===== config.mk =====
export PLATFORM = sky130hd
export DESIGN_NAME = adc_conversion_sequencer
export DESIGN_NICKNAME = d
export VERILOG_FILES = /design/src/verilog/adc_seq_pkg.sv /design/src/verilog/adc_conversion_sequencer.sv
export VERILOG_INCLUDE_DIRS = /design/src /design/src/verilog
export SDC_FILE = /design/constraint.sdc
export NUM_CORES = 1
export LEC_CHECK = 0
export BUFFER_PORTS_ARGS = -buffer_cell sky130_fd_sc_hd__buf_4
export CAP_MARGIN = 10
export CELL_PAD_IN_SITES_DETAIL_PLACEMENT = 1
export CELL_PAD_IN_SITES_GLOBAL_PLACEMENT = 1
export CORE_MARGIN = 2
export CORE_UTILIZATION = 46
export DETAILED_ROUTE_END_ITERATION = 10
export PLACE_DENSITY_LB_ADDON = 0.08
export REMOVE_ABC_BUFFERS = 1
export SYNTH_ARGS = -nofsm -noshare
export SYNTH_HDL_FRONTEND = slang
export SYNTH_SLANG_ARGS = --single-unit

===== constraint.sdc =====
create_clock -name CORE_CLK -period 5.1 [get_ports CORE_CLK]
set_input_delay 1.53 -clock CORE_CLK [delete_from_list [all_inputs] [get_ports CORE_CLK]]
set_output_delay 1.53 -clock CORE_CLK [all_outputs]
set_load 0.005 [all_outputs]

===== src/verilog/adc_seq_defines.svh =====
// Register offsets, field positions, reset values and counts of the sequencer.
`ifndef ADC_SEQ_DEFINES_SVH
`define ADC_SEQ_DEFINES_SVH

// ----------------------------------------------------------------------
// Register byte addresses
// ----------------------------------------------------------------------
`define OFS_STATE 12'h000
`define OFS_CTL_ONE 12'h004
`define OFS_CTL_TWO 12'h008
`define OFS_TIMING 12'h00c
`define OFS_SLOT_ZERO 12'h010
`define OFS_SLOT_THREE 12'h01c

// ----------------------------------------------------------------------
// Field positions
// ----------------------------------------------------------------------
`define ST_EOC 0
`define ST_BUSY 1
`define ST_OVF 2
`define ST_PTR_LO 4
`define C1_ON 0
`define C1_IRQ 2
`define C2_START 7
`define C2_SCAN_LO 5
`define C2_REPEAT 4
`define TM_DELAY_LO 3

// ----------------------------------------------------------------------
// Reset values and counts
// ----------------------------------------------------------------------
`define PTR_RESET 2'h3
`define CONV_TICKS 4'ha
`define DIV_MAX_CODE 3'h5
`define DELAY_MAX_CODE 3'h6
`define SCAN_FOUR 2'h1

`endif


===== src/verilog/adc_seq_pkg.sv =====
// Types shared by the conversion sequencer.
package adc_seq_pkg;

    typedef enum logic [1:0] {
        ST_IDLE = 2'b00,
        ST_SETTLE = 2'b01,
        ST_CONVERT = 2'b11,
        ST_STORE = 2'b10
    } seq_state_e;

    typedef logic [7:0] byte_t;

endpackage


===== src/verilog/adc_conversion_sequencer.sv =====
// APB-controlled conversion sequencer of an 8-bit analog-to-digital converter.
//
// Local design decisions: the APB slave port and the register offsets.
`timescale 1ns/10ps
`include "adc_seq_defines.svh"

module adc_conversion_sequencer
    import adc_seq_pkg::*;
(
    input wire logic CORE_CLK, // System clock, 125 MHz.
    input wire logic RESET_N, // Asynchronous reset, active low.
    input wire logic PSEL, // APB select.
    input wire logic PENABLE, // APB access phase.
    input wire logic PWRITE, // APB direction, high for write.
    input wire logic [11:0] PADDR, // APB byte address.
    input wire logic [31:0] PWDATA, // APB write data.
    input wire logic [3:0] PSTRB, // APB write byte strobes.
    output logic [31:0] PRDATA, // APB read data.
    output logic PREADY, // APB ready, always high.
    output logic PSLVERR, // APB error for unmapped access or a write without byte strobe 0.
    input wire logic [7:0] ADC_RESULT, // Result from the analog core.
    output logic ADC_POWER, // Analog core power enable.
    output logic [2:0] ADC_CHANNEL, // Selected analog input.
    output logic ADC_SAMPLE, // One-cycle pulse: sample the input.
    output logic ADC_TICK, // One-cycle converter clock tick.
    output logic ADC_IRQ // Interrupt request, level.
);

    // ------------------------------------------------------------------
    // Registers and state
    // ------------------------------------------------------------------
    byte_t ctl_one;
    byte_t ctl_two;
    byte_t timing;
    byte_t slot [4];
    logic [3:0] slot_full;
    logic [1:0] ptr;
    logic eoc;
    logic ovf;
    logic irq_pend;
    seq_state_e state;
    logic [4:0] div_cnt;
    logic [6:0] tick_cnt;
    logic [1:0] scan_idx;

    // ------------------------------------------------------------------
    // Bus decode
    // ------------------------------------------------------------------
    logic setup;
    logic access;
    logic wr;
    logic rd;
    logic mapped;
    logic is_slot;
    logic on;
    logic start;
    logic scan_four;
    logic tick;
    logic last_conv;
    logic start_wr;
    logic start_rise;
    logic stop;
    logic [4:0] div_top;
    logic [6:0] delay_top;

    assign setup = PSEL & ~PENABLE;
    assign access = PSEL & PENABLE;
    assign is_slot = PADDR[11:4] == 8'h01 && PADDR[1:0] == 2'h0;
    assign mapped = PADDR <= `OFS_TIMING && PADDR[1:0] == 2'h0 || is_slot;
    assign wr = access & PWRITE & mapped & PSTRB[0];
    assign rd = access & ~PWRITE & mapped;
    assign PREADY = 1'b1;
    assign PSLVERR = access & ~(mapped & (~PWRITE | PSTRB[0]));

    assign on = ctl_one[`C1_ON];
    assign start = ctl_two[`C2_START];
    assign scan_four = ctl_two[`C2_SCAN_LO +: 2] == `SCAN_FOUR;

    // Factor as 2 to the power of the code, with the code capped at top.
    function automatic logic [6:0] pow2(input logic [2:0] code,
                                        input logic [2:0] top);
        logic [2:0] c;
        c = (code > top) ? top : code;
        pow2 = 7'h01 << c;
    endfunction

    assign div_top = 5'(pow2(timing[2:0], `DIV_MAX_CODE) - 7'h01);
    assign delay_top = pow2(timing[`TM_DELAY_LO +: 3], `DELAY_MAX_CODE)
        - 7'h01;
    assign tick = state != ST_IDLE && div_cnt == div_top;
    assign start_wr = wr && PADDR == `OFS_CTL_TWO;
    assign start_rise = start_wr & PWDATA[`C2_START] & ~start & on;
    assign stop = ~on | (start_wr & ~PWDATA[`C2_START]);
    assign last_conv = ~scan_four | scan_idx == 2'h3;

    // ------------------------------------------------------------------
    // Control registers
    // ------------------------------------------------------------------
    always_ff @(posedge CORE_CLK or negedge RESET_N) begin
        if (!RESET_N) begin
            ctl_one <= 8'h00;
            timing <= 8'h00;
        end else if (wr) begin
            if (PADDR == `OFS_CTL_ONE) begin
                ctl_one <= PWDATA[7:0] & 8'h05;
            end
            if (PADDR == `OFS_TIMING) begin
                timing <= PWDATA[7:0] & 8'h3f;
            end
        end
    end

    // Mode and channel are taken by any write made while on with the start bit clear, with or without a start; writes while off are dropped.
    always_ff @(posedge CORE_CLK or negedge RESET_N) begin
        if (!RESET_N) begin
            ctl_two <= 8'h00;
        end else if (~on) begin
            ctl_two[`C2_START] <= 1'b0;
        end else if (start_wr) begin
            if (~start) begin
                ctl_two <= PWDATA[7:0] & {on, 7'h3f};
            end else begin
                ctl_two[`C2_START] <= PWDATA[`C2_START];
            end
        end else if (state == ST_STORE && last_conv &&
                     ~ctl_two[`C2_REPEAT]) begin
            ctl_two[`C2_START] <= 1'b0;
        end
    end

    // ------------------------------------------------------------------
    // Converter clock divider
    // ------------------------------------------------------------------
    always_ff @(posedge CORE_CLK or negedge RESET_N) begin
        if (!RESET_N) begin
            div_cnt <= 5'h00;
        end else if (state == ST_IDLE || tick) begin
            div_cnt <= 5'h00;
        end else begin
            div_cnt <= div_cnt + 5'h01;
        end
    end

    // ------------------------------------------------------------------
    // Sequencer
    // ------------------------------------------------------------------
    always_ff @(posedge CORE_CLK or negedge RESET_N) begin
        if (!RESET_N) begin
            state <= ST_IDLE;
            tick_cnt <= 7'h00;
            scan_idx <= 2'h0;
        end else if (stop) begin
            state <= ST_IDLE;
            tick_cnt <= 7'h00;
            scan_idx <= 2'h0;
        end else begin
            case (state)
                ST_IDLE: begin
                    tick_cnt <= 7'h00;
                    scan_idx <= 2'h0;
                    if (start_rise) begin
                        state <= ST_SETTLE;
                    end
                end
                ST_SETTLE: begin
                    if (tick) begin
                        if (tick_cnt == delay_top) begin
                            tick_cnt <= 7'h00;
                            state <= ST_CONVERT;
                        end else begin
                            tick_cnt <= tick_cnt + 7'h01;
                        end
                    end
                end
                ST_CONVERT: begin
                    if (tick) begin
                        if (tick_cnt == 7'(`CONV_TICKS - 4'h1)) begin
                            tick_cnt <= 7'h00;
                            state <= ST_STORE;
                        end else begin
                            tick_cnt <= tick_cnt + 7'h01;
                        end
                    end
                end
                ST_STORE: begin
                    scan_idx <= last_conv ? 2'h0 : scan_idx + 2'h1;
                    if (last_conv && ~ctl_two[`C2_REPEAT]) begin
                        state <= ST_IDLE;
                    end else begin
                        state <= ST_SETTLE;
                    end
                end
                default: begin
                    state <= ST_IDLE;
                end
            endcase
        end
    end

    // ------------------------------------------------------------------
    // Result slots, pointer and flags
    // ------------------------------------------------------------------
    logic store;
    logic slot_rd;
    logic [1:0] next_ptr;

    assign store = state == ST_STORE && ~stop;
    assign slot_rd = rd & is_slot;
    assign next_ptr = ptr + 2'h1;

    always_ff @(posedge CORE_CLK) begin
        if (store) begin
            slot[next_ptr] <= ADC_RESULT;
        end
    end

    always_ff @(posedge CORE_CLK or negedge RESET_N) begin
        if (!RESET_N) begin
            ptr <= `PTR_RESET;
            slot_full <= 4'h0;
        end else if (start_rise) begin
            ptr <= `PTR_RESET;
            slot_full <= 4'h0;
        end else begin
            if (store) begin
                ptr <= next_ptr;
            end
            for (int i = 0; i < 4; i++) begin
                if (store && next_ptr == 2'(i)) begin
                    slot_full[i] <= 1'b1;
                end else if (slot_rd && PADDR[3:2] == 2'(i)) begin
                    slot_full[i] <= 1'b0;
                end
            end
        end
    end

    // Set wins over a slot-read clear in the same cycle; switching off wins over both.
    always_ff @(posedge CORE_CLK or negedge RESET_N) begin
        if (!RESET_N) begin
            eoc <= 1'b0;
            irq_pend <= 1'b0;
        end else if (~on) begin
            eoc <= 1'b0;
            irq_pend <= 1'b0;
        end else if (store && last_conv) begin
            eoc <= 1'b1;
            irq_pend <= 1'b1;
        end else if (slot_rd) begin
            eoc <= 1'b0;
            irq_pend <= 1'b0;
        end
    end

    always_ff @(posedge CORE_CLK or negedge RESET_N) begin
        if (!RESET_N) begin
            ovf <= 1'b0;
        end else if (~on) begin
            ovf <= 1'b0;
        end else if (store && slot_full[next_ptr]) begin
            ovf <= 1'b1;
        end else if (wr && PADDR == `OFS_STATE && PWDATA[`ST_OVF]) begin
            ovf <= 1'b0;
        end
    end

    // ------------------------------------------------------------------
    // Read data, captured in the setup phase
    // ------------------------------------------------------------------
    byte_t next_rdata;

    always_comb begin
        next_rdata = 8'h00;
        case (PADDR)
            `OFS_STATE: begin
                next_rdata[`ST_EOC] = eoc;
                next_rdata[`ST_BUSY] = state != ST_IDLE;
                next_rdata[`ST_OVF] = ovf;
                next_rdata[`ST_PTR_LO +: 2] = ptr;
            end
            `OFS_CTL_ONE: begin
                next_rdata = ctl_one;
            end
            `OFS_CTL_TWO: begin
                next_rdata = ctl_two;
            end
            `OFS_TIMING: begin
                next_rdata = timing;
            end
            default: begin
                if (is_slot) begin
                    next_rdata = slot[PADDR[3:2]];
                end
            end
        endcase
    end

    always_ff @(posedge CORE_CLK or negedge RESET_N) begin
        if (!RESET_N) begin
            PRDATA <= 32'h0000_0000;
        end else if (setup) begin
            PRDATA <= {24'h00_0000, next_rdata};
        end
    end

    // ------------------------------------------------------------------
    // Analog core side
    // ------------------------------------------------------------------
    always_ff @(posedge CORE_CLK or negedge RESET_N) begin
        if (!RESET_N) begin
            ADC_CHANNEL <= 3'h0;
            ADC_SAMPLE <= 1'b0;
            ADC_TICK <= 1'b0;
            ADC_IRQ <= 1'b0;
            ADC_POWER <= 1'b0;
        end else begin
            ADC_CHANNEL <= scan_four ? {ctl_two[2], scan_idx}
                                     : ctl_two[2:0];
            ADC_SAMPLE <= state == ST_SETTLE && tick &&
                tick_cnt == delay_top && ~stop;
            ADC_TICK <= tick;
            ADC_IRQ <= irq_pend & ctl_one[`C1_IRQ] & on;
            ADC_POWER <= on;
        end
    end

endmodule


==> flow_metrics.py <==
metrics = {
    "run_status": {
        "outcome": "finished, final reports clean",
    },
    "routing": {
        "vias": 2807,
        "vias_per_cell": 5.45,
        "wl_met2_um": 4540,
        "drtIter0Drc": 101,
        "wl_met3_um": 261,
        "dr.max_layer_used": "met4",
        "wl_per_cell_um": 17.8,
        "wirelength_um": 9150,
        "ant_nets": 0,
        "firstDrtPassIters": 4,
        "drcViolationCount": 0,
        "wl_met1_um": 4180,
    },
    "timing": {
        "hold_viol": 0,
        "grt_setup_unrepaired": "false",
        "fmax_mhz": 245,
        "worst_slew_pin_slew_ps": 853,
        "setup_viol": 0,
        "skew_ps": 18.7,
        "maxSlewViolCount": 0,
        "period_minus_slack_ps": 4080,
        "timing.setup.tns_ps": 0,
        "slew_headroom_pct": 42.7,
        "setup_ws_ps": 1020,
        "final.period_utilization_pct": 79.9,
    },
    "finish": {
        "nets": 469,
        "nFillCells": 970,
        "multiInputGateArea_sq_um": 1780,
        "stdcell_count": 515,
        "final_layout_size_suffix_gt1_share_pct": 26.0,
        "final_area_sq_um": 4840,
        "seqCellArea_sq_um": 2310,
        "area_delta_synth_final_pct": 12.8,
        "final_common_cell": "dfrtp_1",
        "mostFrequentLayoutCells": "dfrtp_1 (52), buf_4 (49), edfxtp_1 (32)",
        "n_antenna_cell": 0,
    },
    "synth": {
        "ys_ff_latch": 86,
        "yosysTopAreaCell": "dfrtp_1",
        "postSynthAreaPerCell_sq_um": 12.2,
        "yosysWarningCount": 0,
        "synth_edf_count": 32,
        "yosysTopAreaCellShare_pct": 30.3,
        "synthesis.instances": 353,
        "ys.flop_type": "dfrtp_1",
        "synth_area_sq_um": 4290,
        "synthArstFlopShare_pct": 62.8,
        "synth_area_leaders": "dfrtp_1 (30%), edfxtp_1 (22%), mux4_2 (5.8%)",
        "synth.yosys.seq_area_share_pct": 53.9,
        "ys_types": 65,
    },
    "power": {
        "leakagePower_nw": 2.11,
        "switchingPower_uw": 322,
        "p_clk_share_pct": 37.9,
        "p_comb_share_pct": 5.2,
        "vdd_ir_drop_max_uv": 129,
        "pwr-share-seq_pct": 56.9,
        "sw_frac_of_total_pct": 25.6,
        "pwr_density_cell_nw_per_um2": 260,
        "internal_power_uw": 938,
    },
    "global_routing": {
        "grt_max_degree": 55,
        "antenna_found_initial": 0,
        "track_usage_pct": 20.4,
        "grt_pass1_wl_um": 15500,
        "grt_overflow": 0,
        "grt_pass1_vias": 2987,
    },
    "placed_design": {
        "placed_area_sq_um": 4640,
        "dp_hpwl_um": 6530,
        "dp.cells": 499,
        "gp_congestion": 0.775,
        "portBuffers": 48,
        "dp_worst_setup_slack_ps": 1030,
    },
    "worst_setup_path": {
        "crit_buf_inv": 2,
        "cp.required_ps": 3570,
        "crit_type": "in -> out",
        "ff2ff_path_depth": 8,
        "path_common_cell": "buf_4",
        "path_delay_family": "simple AND/OR/NAND/NOR gates",
        "ff2ff_setup_slack_ps": 2570,
        "rr_startpoint": "timing[1]$_DFFE_PN0P_",
        "endpoint_kind": "output port",
        "startpoint_type": "input pin",
        "arrival_ps": 2550,
        "cp_max_fo": 3,
        "crit_path_top_delay_cell": "nor3_1",
        "slowest_delay_ps": 390,
        "crit_chain": "buf_4 -> nor3_1 -> and3_1 -> a21oi_1 -> buf_4",
        "r2r-end": "tick_cnt[0]$_DFFE_PN0P_",
    },
    "clocking": {
        "cts.reportedPaths.clkPinSlew_ps": 100,
        "cts_setup_buffers": 0,
        "cts_hold_buf": 0,
        "cts_buffers": 9,
        "cts_root_buf": "clkbuf_8",
        "clk_latency_ps": 370,
        "h-tree-depth": 3,
        "clk_path_buf_depth": 2,
        "numClockSinks": 86,
        "cts_resized": 0,
        "cts_tree": "yes",
    },
    "worst_hold_path": {
        "hold_path_end": "ADC_CHANNEL[2]$_DFF_PN0_",
        "min_from": "ctl_two[2]$_DFFE_PN0P_",
        "hp-class": "reg -> reg",
        "hold_depth": 0,
    },
    "floorplanning": {
        "start_util_pct": 46.9,
        "ioPinCount": 102,
        "die_x_um": 101,
        "die-area_sq_um": 10100,
        "core_area_sq_um": 9150,
        "rows": 35,
        "chipHeight_um": 101,
    },
    "run": {
        "maxCapViolations": 0,
    },
}
==> worst register-to-register path: cells and delay by family, from the launching register on <==
kind                       cells  cell delay (ps)
adders and majority gates      1              220
and+or+nand+nor                2              710
xor gates and xnor gates       2              330
muxes                          1              210
AOI/OAI and AO/OA              2              540
DFF                            1              470
==> layer usage <==
| metal | vias to the layer above | track usage [%] |
|---|---|---|
| li1 | 1336 | - |
| met1 | 1411 | 26.8 |
| met2 | 47 | 33.9 |
| met3 | 13 | 3.54 |
| met4 | 0 | 7.48 |
| met5 | - | 0 |
==> state kept, by name (all words and copies together) (netlist names), 2 cells and up <==
register     cells
slot            32
PRDATA           8
ctl_two          7
tick_cnt         7
timing           6
div_cnt          5
slot_full        4
ADC_CHANNEL      3
ctl_one          2
ptr              2
scan_idx         2
state            2
==> worst max path at each step <==
| stage | startpoint | end | slack (ps) | cells after the start |
|---|---|---|---|---|
| after floorplan | PADDR[11] | PSLVERR | 1400 | 3 |
| after global placement | PADDR[11] | PSLVERR | 1050 | 5 |
| after detailed placement | PADDR[11] | PSLVERR | 1030 | 5 |
| after CTS | PADDR[11] | PSLVERR | 1030 | 5 |
| after global routing | PADDR[11] | PSLVERR | 960 | 5 |
| final | PADDR[11] | PSLVERR | 1020 | 5 |
==> synthesized netlist by cell type (all sizes together), types with 2 or more instances <==
cell	n
mux2	16
o2111ai	2
o21ai	16
xnor2	4
or3	5
ha	9
or2	2
buf	32
a221o	4
mux4	11
nand2	28
o221ai	2
nand3	13
o31ai	2
and3	3
clkbuf	5
nand2b	7
xor2	5
a21oi	12
inv	12
o211a	2
edfxtp	32
dfstp	2
nor3b	3
dfrtp	52
nor2	24
nor3	10
conb	2
a211oi	2
nor2b	4
nor4	3
mux2i	7
==> layout make-up <==
type | instances | share of cell area (%)
Timing Repair Buffer | 49 | 7.60
Inverter | 12 | 0.930
Tap cell | 111 | 2.87
Multi-Input combinational cell | 241 | 36.7
Clock buffer | 9 | 2.56
Sequential cell | 86 | 47.8
Clock inverter | 7 | 1.58
==> through the flow <==
| stage | power [mW] | utilization (%) | hold WS [ps] |
|---|---|---|---|
| floorplan | 0.753 | - | 365 |
| global placement | 0.797 | 50.7 | 391 |
| detailed placement | 0.798 | 50.7 | 404 |
| CTS | 1.27 | 52.9 | 424 |
| global route | 1.31 | 52.9 | 444 |
| finish | 1.26 | 52.9 | 418 |
==> power groups by stage <==
stage | clock network (mW) | logic [mW] | registers (mW)
after floorplan | 0 | 0.0212 | 0.731
after global placement | 0 | 0.0652 | 0.731
after detailed placement | 0 | 0.0670 | 0.731
after CTS | 0.491 | 0.0669 | 0.717
after global routing | 0.519 | 0.0743 | 0.717
final | 0.478 | 0.0656 | 0.717
==> cell families (layout without fill, tap and decap cells) <==
family	count (synthesis)	in the layout	synth area share, %
AOI/OAI and AO/OA	56	56	9.41
xor gates and xnor gates	9	9	1.84
adders and majority gates	9	9	2.62
buffers and inverters	49	77	6.76
DFF	86	86	53.9
muxes	34	34	11.6
other	2	25	0.175
and+or+nand+nor	108	108	13.7
No activity file was read; power rests on OpenSTA's default activity.
